### config.mk
export PLATFORM = sky130hd
export DESIGN_NAME = usp_serial_port
export DESIGN_NICKNAME = d
export VERILOG_FILES = /design/src/usp_pkg.sv /design/src/usp_serial_port.sv /design/src/usp_baud_gen.sv /design/src/usp_fifo.sv
export SDC_FILE = /design/constraint.sdc
export NUM_CORES = 1
export LEC_CHECK = 0
export BUFFER_PORTS_ARGS = -buffer_cell sky130_fd_sc_hd__buf_2
export CORE_ASPECT_RATIO = 1.4
export CORE_MARGIN = 2
export CORE_UTILIZATION = 55
export DETAILED_ROUTE_END_ITERATION = 8
export GPL_ROUTABILITY_DRIVEN = 0
export PLACE_DENSITY = 0.84
export SYNTH_ARGS = -nofsm -noshare
export SYNTH_HDL_FRONTEND = slang
export SYNTH_HIERARCHICAL = 1
export SYNTH_SLANG_ARGS = --single-unit
export TNS_END_PERCENT = 100
### constraint.sdc
create_clock -name i_clock -period 7.3 [get_ports i_clock]
set_input_delay 0.365 -clock i_clock [delete_from_list [all_inputs] [get_ports i_clock]]
set_output_delay 0.365 -clock i_clock [all_outputs]
set_load 0.05 [all_outputs]
### src/usp_pkg.sv
// Shared constants, types and helpers for the serial port transmitter and receiver
`default_nettype none
package usp_pkg;
	// Widths and buffer depth
	localparam int DIV_W      = 12;
	localparam int DATA_W     = 9;
	localparam int FIFO_DEPTH = 8;
	localparam int CNT_W      = 4;

	// Baud tick dividers per clocking mode
	localparam logic [4:0] NORMAL_DIV = 5'h10;
	localparam logic [4:0] DOUBLE_DIV = 5'h08;

	// Reset values
	localparam logic [DIV_W-1:0]  DIVISOR_RESET = 12'h000;
	localparam logic [DATA_W-1:0] DATA_RESET    = 9'h000;
	localparam logic              LINE_IDLE     = 1'b1;

	// Character size code for nine data bits, and smallest size
	localparam logic [2:0] SIZE_NINE = 3'h7;
	localparam logic [3:0] BITS_MIN  = 4'h5;
	localparam logic [3:0] BITS_NINE = 4'h9;

	typedef enum logic [2:0] {
		TX_IDLE, TX_START, TX_DATA, TX_PARITY, TX_STOP1, TX_STOP2
	} usp_tx_state_type;

	typedef enum logic [2:0] {
		RX_IDLE, RX_START, RX_DATA, RX_PARITY, RX_STOP
	} usp_rx_state_type;

	// Number of data bits from the character size code
	function automatic logic [3:0] data_bits(input logic [2:0] size);
		if (size == SIZE_NINE)
			return BITS_NINE;
		return BITS_MIN + {2'h0, size[1:0]};
	endfunction

	// Clear the data bits above the character size
	function automatic logic [DATA_W-1:0] mask_data(
		input logic [DATA_W-1:0] d, input logic [2:0] size);
		logic [DATA_W:0] m;
		m = (10'h001 << data_bits(size)) - 10'h001;
		return d & m[DATA_W-1:0];
	endfunction

	// Even parity is the xor of the data, odd parity its inverse
	function automatic logic parity_of(
		input logic [DATA_W-1:0] d, input logic odd);
		return (^d) ^ odd;
	endfunction
endpackage
`default_nettype wire

### src/usp_serial_port.sv
// Serial port clocking, frame transmitter and frame receiver
`timescale 1ns/1ns
`default_nettype none
// Summary of operation
// - Down-counter reloads, ticks at zero
// - Bit clock: ticks by 16, 8 or 2
// - Sync select; pin direction picks master/slave
// - Twelve-bit divisor from high and low parts
// - Double speed divides by 8 not 16
// - Double speed ignored in synchronous mode
// - Receiver counts 8 ticks per bit at double speed
// - Slave clock synchronised then edge detected
// - Clock pin input as slave, output as master
// - Sample on edge opposite to data change
// - Polarity zero: change rising, sample falling
// - Five to nine bits, parity, stop options
// - Start, data LSB first, parity, stops
// - Next frame back to back, else idle high
// - One shared format setting for both directions
// - Only first stop bit checked for framing
// - Parity is data xor, inverted when odd
// - Transmit enable takes over transmit pin
// - Sync master with transmit or receive enabled takes over clock pin
// - Buffer loads shifter when idle or frame ends
// - Unused upper data bits ignored
module usp_serial_port (
	input  wire logic        i_clock,
	input  wire logic        i_rst_n,
	input  wire logic [3:0]  i_baud_divisor_high,
	input  wire logic [7:0]  i_baud_divisor_low,
	input  wire logic        i_baud_divisor_low_write,
	input  wire logic        i_double_speed_bit,
	input  wire logic        i_sync_select,
	input  wire logic        i_transfer_clock_direction,
	input  wire logic        i_clock_polarity,
	input  wire logic [2:0]  i_character_size,
	input  wire logic [1:0]  i_parity_mode,
	input  wire logic        i_stop_select,
	input  wire logic        i_transmit_enable_bit,
	input  wire logic        i_receive_enable,
	input  wire logic        i_data_valid,
	output logic             o_data_ready,
	input  wire logic [8:0]  i_data,
	output logic             o_data_empty_flag,
	output logic             o_transmit_complete_flag,
	input  wire logic        i_transmit_complete_clear,
	output logic             o_transmit_pin,
	output logic             o_transmit_override,
	input  wire logic        i_receive_pin,
	input  wire logic        i_transfer_clock_pin,
	output logic             o_transfer_clock_pin,
	output logic             o_transfer_clock_oe_n,
	output logic [8:0]       o_receive_data,
	output logic             o_receive_complete,
	output logic             o_frame_error_flag,
	output logic             o_parity_error
);
	logic                        baud_tick;
	logic [usp_pkg::DIV_W-1:0]   divisor;
	logic                        master;
	logic                        slave;
	logic [4:0]                  async_div;
	logic [3:0]                  nbits;
	logic                        par_en;
	logic                        par_odd;
	logic                        xck_s1_q;
	logic                        xck_s2_q;
	logic                        xck_s3_q;
	logic                        xck_q;
	logic                        rxd_s1_q;
	logic                        rxd_s2_q;
	logic                        xck_rise;
	logic                        xck_fall;
	logic                        sync_change;
	logic                        sync_sample;
	logic [usp_pkg::CNT_W-1:0]   tx_pre_q;
	logic                        tx_pre_wrap;
	logic                        tx_step;
	logic                        fifo_valid;
	logic [8:0]                  fifo_data;
	logic                        load;
	logic                        finish;
	logic [8:0]                  load_word;
	usp_pkg::usp_tx_state_type   tx_state_q;
	logic [8:0]                  tx_shift_q;
	logic [3:0]                  tx_idx_q;
	logic                        tx_par_q;
	logic                        tx_bit_q;
	logic                        tx_done_q;
	usp_pkg::usp_rx_state_type   rx_state_q;
	logic [usp_pkg::CNT_W-1:0]   rx_cnt_q;
	logic                        rx_strobe;
	logic [3:0]                  rx_idx_q;
	logic [8:0]                  rx_shift_q;
	logic                        rx_perr_q;

	// Baud divisor and the tick generator
	assign divisor = {i_baud_divisor_high, i_baud_divisor_low};
	usp_baud_gen u_baud (
		.i_clock   (i_clock),
		.i_rst_n   (i_rst_n),
		.i_divisor (divisor),
		.i_reload  (i_baud_divisor_low_write),
		.o_tick    (baud_tick)
	);

	// Clocking mode and frame format decode, shared by both directions
	assign master    = i_sync_select && i_transfer_clock_direction;
	assign slave     = i_sync_select && !i_transfer_clock_direction;
	assign async_div = i_double_speed_bit ? usp_pkg::DOUBLE_DIV
		: usp_pkg::NORMAL_DIV;
	assign nbits     = usp_pkg::data_bits(i_character_size);
	assign par_en    = i_parity_mode[1];
	assign par_odd   = i_parity_mode[0];

	// Pin synchronisers and a third stage for edge detection
	always_ff @(posedge i_clock or negedge i_rst_n)
	begin
		if (!i_rst_n)
		begin
			xck_s1_q <= 1'b0;
			xck_s2_q <= 1'b0;
			xck_s3_q <= 1'b0;
			rxd_s1_q <= usp_pkg::LINE_IDLE;
			rxd_s2_q <= usp_pkg::LINE_IDLE;
		end
		else
		begin
			xck_s1_q <= i_transfer_clock_pin;
			xck_s2_q <= xck_s1_q;
			xck_s3_q <= xck_s2_q;
			rxd_s1_q <= i_receive_pin;
			rxd_s2_q <= rxd_s1_q;
		end
	end

	// Master clock toggles per tick, so it runs at half the tick rate
	always_ff @(posedge i_clock or negedge i_rst_n)
	begin
		if (!i_rst_n)
			xck_q <= 1'b0;
		else if (master && baud_tick)
			xck_q <= !xck_q;
		else if (!master)
			xck_q <= i_clock_polarity;
	end

	// Edges of the slave clock seen after synchronising
	assign xck_rise = xck_s2_q && !xck_s3_q;
	assign xck_fall = !xck_s2_q && xck_s3_q;

	// Data change and sample edges from the polarity setting
	assign sync_change = master
		? (baud_tick && (xck_q == i_clock_polarity))
		: (i_clock_polarity ? xck_fall : xck_rise);
	assign sync_sample = master
		? (baud_tick && (xck_q != i_clock_polarity))
		: (i_clock_polarity ? xck_rise : xck_fall);

	// Clock pin is driven only as master with a direction enabled
	assign o_transfer_clock_pin  = xck_q;
	assign o_transfer_clock_oe_n = !(master
		&& (i_transmit_enable_bit || i_receive_enable));

	// Asynchronous transmit prescaler over baud ticks
	assign tx_pre_wrap = baud_tick
		&& ({1'b0, tx_pre_q} == async_div - 5'h01);
	always_ff @(posedge i_clock or negedge i_rst_n)
	begin
		if (!i_rst_n)
			tx_pre_q <= '0;
		else if (i_sync_select || tx_pre_wrap)
			tx_pre_q <= '0;
		else if (baud_tick)
			tx_pre_q <= tx_pre_q + 4'h1;
	end
	assign tx_step = i_sync_select ? sync_change : tx_pre_wrap;

	// Transmit buffer between the data port and the shifter
	usp_fifo #(
		.WIDTH (usp_pkg::DATA_W),
		.DEPTH (usp_pkg::FIFO_DEPTH)
	) u_fifo (
		.i_clock    (i_clock),
		.i_rst_n    (i_rst_n),
		.i_wr_valid (i_data_valid),
		.o_wr_ready (o_data_ready),
		.i_wr_data  (i_data),
		.o_rd_valid (fifo_valid),
		.i_rd_ready (load),
		.o_rd_data  (fifo_data)
	);
	assign o_data_empty_flag = !fifo_valid;

	// Frame end and shifter load decisions
	assign finish = tx_step && ((tx_state_q == usp_pkg::TX_STOP2)
		|| (tx_state_q == usp_pkg::TX_STOP1 && !i_stop_select));
	assign load = fifo_valid && (finish || (tx_step
		&& tx_state_q == usp_pkg::TX_IDLE
		&& i_transmit_enable_bit));
	assign load_word = usp_pkg::mask_data(fifo_data,
		i_character_size);

	// Transmitter state machine, one step per bit clock
	always_ff @(posedge i_clock or negedge i_rst_n)
	begin
		if (!i_rst_n)
		begin
			tx_state_q <= usp_pkg::TX_IDLE;
			tx_shift_q <= usp_pkg::DATA_RESET;
			tx_idx_q   <= 4'h0;
			tx_par_q   <= 1'b0;
			tx_bit_q   <= usp_pkg::LINE_IDLE;
		end
		else if (load)
		begin
			tx_state_q <= usp_pkg::TX_START;
			tx_shift_q <= load_word;
			tx_par_q   <= usp_pkg::parity_of(load_word, par_odd);
			tx_idx_q   <= 4'h0;
			tx_bit_q   <= 1'b0;
		end
		else if (tx_step)
		begin
			case (tx_state_q)
				usp_pkg::TX_IDLE:
					tx_bit_q <= usp_pkg::LINE_IDLE;
				usp_pkg::TX_START, usp_pkg::TX_DATA:
				begin
					if (tx_idx_q == nbits)
					begin
						tx_bit_q   <= par_en ? tx_par_q : 1'b1;
						tx_state_q <= par_en ? usp_pkg::TX_PARITY
							: usp_pkg::TX_STOP1;
					end
					else
					begin
						tx_bit_q   <= tx_shift_q[0];
						tx_shift_q <= tx_shift_q >> 1;
						tx_idx_q   <= tx_idx_q + 4'h1;
						tx_state_q <= usp_pkg::TX_DATA;
					end
				end
				usp_pkg::TX_PARITY:
				begin
					tx_bit_q   <= 1'b1;
					tx_state_q <= usp_pkg::TX_STOP1;
				end
				usp_pkg::TX_STOP1:
					tx_state_q <= i_stop_select ? usp_pkg::TX_STOP2
						: usp_pkg::TX_IDLE;
				usp_pkg::TX_STOP2:
					tx_state_q <= usp_pkg::TX_IDLE;
				default:
					tx_state_q <= usp_pkg::TX_IDLE;
			endcase
		end
	end

	// Complete flag: set on a frame end with nothing queued, set wins
	always_ff @(posedge i_clock or negedge i_rst_n)
	begin
		if (!i_rst_n)
			tx_done_q <= 1'b0;
		else if (finish && !fifo_valid)
			tx_done_q <= 1'b1;
		else if (i_transmit_complete_clear)
			tx_done_q <= 1'b0;
	end
	assign o_transmit_complete_flag = tx_done_q;

	// Pin override holds until pending frames are out
	assign o_transmit_pin      = tx_bit_q;
	assign o_transmit_override = i_transmit_enable_bit || fifo_valid
		|| (tx_state_q != usp_pkg::TX_IDLE);

	// Receiver sample counter, 16 or 8 ticks per bit, middle sample
	always_ff @(posedge i_clock or negedge i_rst_n)
	begin
		if (!i_rst_n)
			rx_cnt_q <= '0;
		else if (rx_state_q == usp_pkg::RX_IDLE)
			rx_cnt_q <= '0;
		else if (baud_tick)
			rx_cnt_q <= ({1'b0, rx_cnt_q} == async_div - 5'h01) ? '0
				: rx_cnt_q + 4'h1;
	end
	assign rx_strobe = i_sync_select ? sync_sample
		: (baud_tick && ({1'b0, rx_cnt_q}
		== (async_div >> 1) - 5'h01));

	// Receiver state machine
	always_ff @(posedge i_clock or negedge i_rst_n)
	begin
		if (!i_rst_n)
		begin
			rx_state_q         <= usp_pkg::RX_IDLE;
			rx_idx_q           <= 4'h0;
			rx_shift_q         <= usp_pkg::DATA_RESET;
			rx_perr_q          <= 1'b0;
			o_receive_data     <= usp_pkg::DATA_RESET;
			o_receive_complete <= 1'b0;
			o_frame_error_flag <= 1'b0;
			o_parity_error     <= 1'b0;
		end
		else
		begin
			o_receive_complete <= 1'b0;
			case (rx_state_q)
				usp_pkg::RX_IDLE:
				begin
					rx_idx_q   <= 4'h0;
					rx_shift_q <= usp_pkg::DATA_RESET;
					rx_perr_q  <= 1'b0;
					if (i_receive_enable && !rxd_s2_q
						&& (!i_sync_select || rx_strobe))
						rx_state_q <= i_sync_select ? usp_pkg::RX_DATA
							: usp_pkg::RX_START;
				end
				usp_pkg::RX_START:
					if (rx_strobe)
						rx_state_q <= rxd_s2_q ? usp_pkg::RX_IDLE
							: usp_pkg::RX_DATA;
				usp_pkg::RX_DATA:
					if (rx_strobe)
					begin
						rx_shift_q[rx_idx_q] <= rxd_s2_q;
						rx_idx_q <= rx_idx_q + 4'h1;
						if (rx_idx_q == nbits - 4'h1)
							rx_state_q <= par_en ? usp_pkg::RX_PARITY
								: usp_pkg::RX_STOP;
					end
				usp_pkg::RX_PARITY:
					if (rx_strobe)
					begin
						rx_perr_q  <= rxd_s2_q != usp_pkg::parity_of(
							rx_shift_q, par_odd);
						rx_state_q <= usp_pkg::RX_STOP;
					end
				usp_pkg::RX_STOP:
					if (rx_strobe)
					begin
						o_receive_data     <= rx_shift_q;
						o_receive_complete <= 1'b1;
						o_frame_error_flag <= !rxd_s2_q;
						o_parity_error     <= rx_perr_q;
						rx_state_q         <= usp_pkg::RX_IDLE;
					end
				default:
					rx_state_q <= usp_pkg::RX_IDLE;
			endcase
		end
	end
endmodule
`default_nettype wire

### src/usp_baud_gen.sv
// Baud rate generator: reloading down-counter with a tick at zero
`timescale 1ns/1ns
`default_nettype none
module usp_baud_gen (
	input  wire logic                        i_clock,
	input  wire logic                        i_rst_n,
	input  wire logic [usp_pkg::DIV_W-1:0]   i_divisor,
	input  wire logic                        i_reload,
	output logic                             o_tick
);
	logic [usp_pkg::DIV_W-1:0] count_q;
	logic [usp_pkg::DIV_W-1:0] count_d;
	logic                      at_zero;

	// Reload at zero or on a low divisor write, else count down
	assign at_zero = (count_q == '0);
	assign count_d = (at_zero || i_reload) ? i_divisor
		: count_q - 12'h001;
	assign o_tick  = at_zero;

	// Counter register
	always_ff @(posedge i_clock or negedge i_rst_n)
	begin
		if (!i_rst_n)
			count_q <= usp_pkg::DIVISOR_RESET;
		else
			count_q <= count_d;
	end
endmodule
`default_nettype wire

### src/usp_fifo.sv
// Transmit buffer: shifting FIFO whose head word is a register
`timescale 1ns/1ns
`default_nettype none
module usp_fifo #(
	parameter int WIDTH = 9,
	parameter int DEPTH = 8
) (
	input  wire logic             i_clock,
	input  wire logic             i_rst_n,
	input  wire logic             i_wr_valid,
	output logic                  o_wr_ready,
	input  wire logic [WIDTH-1:0] i_wr_data,
	output logic                  o_rd_valid,
	input  wire logic             i_rd_ready,
	output logic [WIDTH-1:0]      o_rd_data
);
	localparam int CW = $clog2(DEPTH + 1);

	logic [WIDTH-1:0] mem_q [DEPTH];
	logic [CW-1:0]    count_q;
	logic [CW-1:0]    slot;
	logic             push;
	logic             pop;

	// Handshakes and write slot after an optional pop
	assign o_wr_ready = (count_q != CW'(DEPTH));
	assign o_rd_valid = (count_q != '0);
	assign push       = i_wr_valid && o_wr_ready;
	assign pop        = i_rd_ready && o_rd_valid;
	assign slot       = pop ? count_q - CW'(1) : count_q;
	assign o_rd_data  = mem_q[0];

	// Word storage shifts toward the head on a pop
	always_ff @(posedge i_clock or negedge i_rst_n)
	begin
		if (!i_rst_n)
		begin
			for (int i = 0; i < DEPTH; i++)
				mem_q[i] <= '0;
		end
		else
		begin
			for (int i = 0; i < DEPTH; i++)
			begin
				if (push && slot == CW'(i))
					mem_q[i] <= i_wr_data;
				else if (pop && i < DEPTH - 1)
					mem_q[i] <= mem_q[(i + 1) % DEPTH]; // Stays in range
			end
		end
	end

	// Fill level
	always_ff @(posedge i_clock or negedge i_rst_n)
	begin
		if (!i_rst_n)
			count_q <= '0;
		else
			count_q <= slot + CW'(push);
	end
endmodule
`default_nettype wire

==> summary.md <==
| Metric | Value |
|---|---|
| DR vias/cell | `slightly below 6` |
| DR DRC count | `0` |
| Critical Path RT | `between 7000 and 8000 ps` |
| Clock transition at the registers of the reported paths | `~60 ps` |
| Post-CTS Setup Inserts | `0` |
| P_leak | `4.11 nW` |
| Hpwl dp | `around 11000 µm` |
| Worst min path class | `primary input to async pin` |
| Crit path top cell by count | `buf_4` |
| Drt first pass iters | `6` |
| CTS tree | `done` |
| Core box area | `approximately 15000 µm²` |
| IR drop worst, VDD | `0.226 mV` |
| Crit path max-delay cell type | `nor2_1` |
| Grt met3 use | `under 10%` |
| Layout Nets | `between 800 and 900` |
| DRT antenna net count | `0` |
| Initial antenna violation count | `0` |
| Delay-heaviest family, CP | `simple AND/OR/NAND/NOR gates` |
| Overall Power | `between 0.003 and 0.004 W` |
| I/O pin cnt | `~60` |
| Seq/Total Area, Yosys | `between 40% and 50%` |
| Post-synthesis register bit count | `150` |
| Status | `complete, but fails checks` |
| Largest net degree at the start of global routing | `93` |
| Fin Clk Skew | `7.28 ps` |
| Post-layout util | `slightly above 60%` |
| Drt first-iter violations | `just under 300` |
| WP data arrival | `4830 ps` |
| Yosys warning total | `6` |
| Final Hold Vio Count | `4` |
| Port bufs | `58` |
| Met2 usage | `a little under two fifths` |
| Worst Setup End Kind | `flip-flop` |
| Clock Tree Buf Depth | `2` |
| MaxCap Viol Count | `0` |
| Vias | `5695` |
| Htree depth | `4` |
| Synth area leaders | `dfrtp_1, mux2_2, xnor2_1, ha_1, nor2_1` |
| WP buf/inv | `4` |
| Power per cell area | `357 nW/µm²` |
| Critical Path Max Stage Delay | `810 ps` |
| Critical Path, Cell by Cell | `nor4_2 > inv_1 > nor3_1 > buf_4 > nand3_1 > o21ai_1 > o21ai_1 > buf_4 > nor2_1 > nand2_2 > buf_4 > mux2_2 > mux2_1` |
| Area Growth Syn to Fin | `11.2%` |
| Number of synthesized flops with an enable pin | `0` |
| TritonCTS Sinks | `150` |
| Max Freq | `221 MHz` |
| Clock buffer count from CTS | `17` |
| Avg Cell Area, Syn | `about 11 µm²` |
| Root Driver | `clkbuf_16` |
| CTS Hold Buffers Added | `0` |
| Period utilization | `just over 60%` |
| Setup crit start kind | `flip-flop` |
| Die W | `~110 µm` |
| Die H | `between 100 and 150 µm` |
| Max Slew Vio Count | `0` |
| Count of different cell masters after synthesis | `around 80` |
| Met1 usage | `roughly a quarter` |
| Mapped Area | `~8300 µm²` |
| Gate Count Post-Synth | `725` |
| Starting Density | `55.7%` |
| WHS | `-15.9 ps` |
| Worst skew pair latency | `420 ps` |
| Share of cells above drive strength 1 | `about a third` |
| Setup TNS | `0 ps` |
| Final min period | `roughly 4500 ps` |
| GRT Util Overall | `between 20% and 30%` |
| Most Crowded Layer GR | `met2` |
| Top-count cell post-synth | `dfrtp_1` |
| Drt wl/cell | `about 17 µm` |
| # resized after CTS | `0` |
| Core Rows | `53` |
| Cell taking the most area after synthesis | `dfrtp_1` |
| WS Path Type | `flip-flop to flip-flop` |
| Slew margin rel. | `approximately 29%` |
| First-pass GRT wire length | `~27000 µm` |
| Final setup fails | `0` |
| Synth top area share | `between 40% and 50%` |
| Vias in the first global route | `between 5000 and 6000` |
| Top_reg_cell synth | `dfrtp_1` |
| CP max FO | `53` |
| DIE AREA | `between 15000 and 20000 µm²` |
| Grt total ovfl | `0` |
| Failing checks | `hold timing` |
| Most frequent cells after synthesis | `dfrtp_1, mux2_2, nor2_1` |
| Final WL | `16100 µm` |
| Slew at the pin with the worst max-slew slack | `1060 ps` |
| # diodes | `0` |
| RSZ-0062 raised after global routing | `false` |
| Share of flip-flops with an asynchronous set or reset | `100%` |
logic make-up after synthesis:
group / after synthesis / synth area share (%)
XOR/XNOR: 48 / 5.06
buffers and inverters: 64 / 4.04
adder cells (fa/ha/maj): 17 / 2.53
AO/OA/AOI/OAI: 121 / 10.7
multiplexers: 159 / 21.4
AND/OR/NAND/NOR: 165 / 11.0
other: 1 / 0.0451
flip-flops: 150 / 45.2
per-layer routing:
metal,vias to the layer above,share of wire (%)
li1,2699,-
met1,2866,40
met2,100,54
met3,30,3.0
met4,0,2.5
met5,-,0
stage by stage:
stage          setup WS [ps]  std cells  instance area, µm²
2_1_floorplan           3560        726                8310
6_report                2770        971                9240
3_5_place_dp            2890        939                8630
4_1_cts                 2790        971                9240
5_1_grt                 2250        971                9240
3_3_place_gp            2980        939                8630
path summary, 6_finish.rpt:
check | slack, ps | end | depth (start not counted) | start
max in group asynchronous | 6000 | u_fifo/count_q[0]$_DFF_PN0_ | 2 | i_rst_n
min in group i_clock | 30 | rxd_s1_q$_DFF_PN1_ | 1 | i_receive_pin
worst max register to register | 2770 | u_fifo/mem_q[57]$_DFFE_PN0P_ | 13 | u_baud/count_q[7]$_DFF_PN0_
worst min register to register | 350 | xck_s2_q$_DFF_PN0_ | 0 | xck_s1_q$_DFF_PN0_
worst max-delay path | 2770 | u_fifo/mem_q[57]$_DFFE_PN0P_ | 13 | u_baud/count_q[7]$_DFF_PN0_
worst min-delay path | -20 | u_baud/count_q[4]$_DFF_PN0_ | 1 | i_rst_n
sequential cells by signal, indices dropped and copies added, names as in the netlist, 4 cells and up:
name / flops
rx_shift_q: 9
u_fifo/o_rd_data: 9
o_receive_data: 9
u_baud/count_q: 12
tx_idx_q: 4
rx_cnt_q: 4
tx_pre_q: 4
u_fifo/mem_q: 63
u_fifo/count_q: 4
rx_idx_q: 4
tx_shift_q: 9
power breakdown:
part / leakage [nW] / internal [W] / switching [W] / total (W)
clock network: 0.286 / 0.000538 / 0.000354 / 0.000892
logic: 1.92 / 0.000534 / 0.000570 / 0.00110
registers: 1.91 / 0.00110 / 0.000203 / 0.00130
total: 4.11 / 0.00217 / 0.00113 / 0.00330
final cells by class:
class | instances | area (µm²)
clock inverters | 15 | 179
well taps | 192 | 240
repair buffers | 63 | 334
fillers | 1178 | 5680
flip-flops and latches | 150 | 3760
clock buffers | 17 | 425
inverters | 22 | 82.6
multi-input cells | 512 | 4220
cells in the final DEF, fill, tap and decap left out, drive strengths merged, types with 9 or more instances in the layout:
master | Yosys | layout
dfrtp | 147 | 147
buf | 25 | 63
o21ai | 22 | 22
clkbuf | 17 | 17
inv | 22 | 24
a31oi | 9 | 9
nand2b | 9 | 9
a21oi | 27 | 27
mux2 | 149 | 149
xor2 | 14 | 14
nand3 | 16 | 16
o22ai | 12 | 12
nor2 | 47 | 47
xnor2 | 34 | 34
ha | 16 | 16
o211ai | 9 | 9
nand2 | 42 | 42
mux2i | 10 | 10
Note: power is estimated with default switching activity, not from simulation.
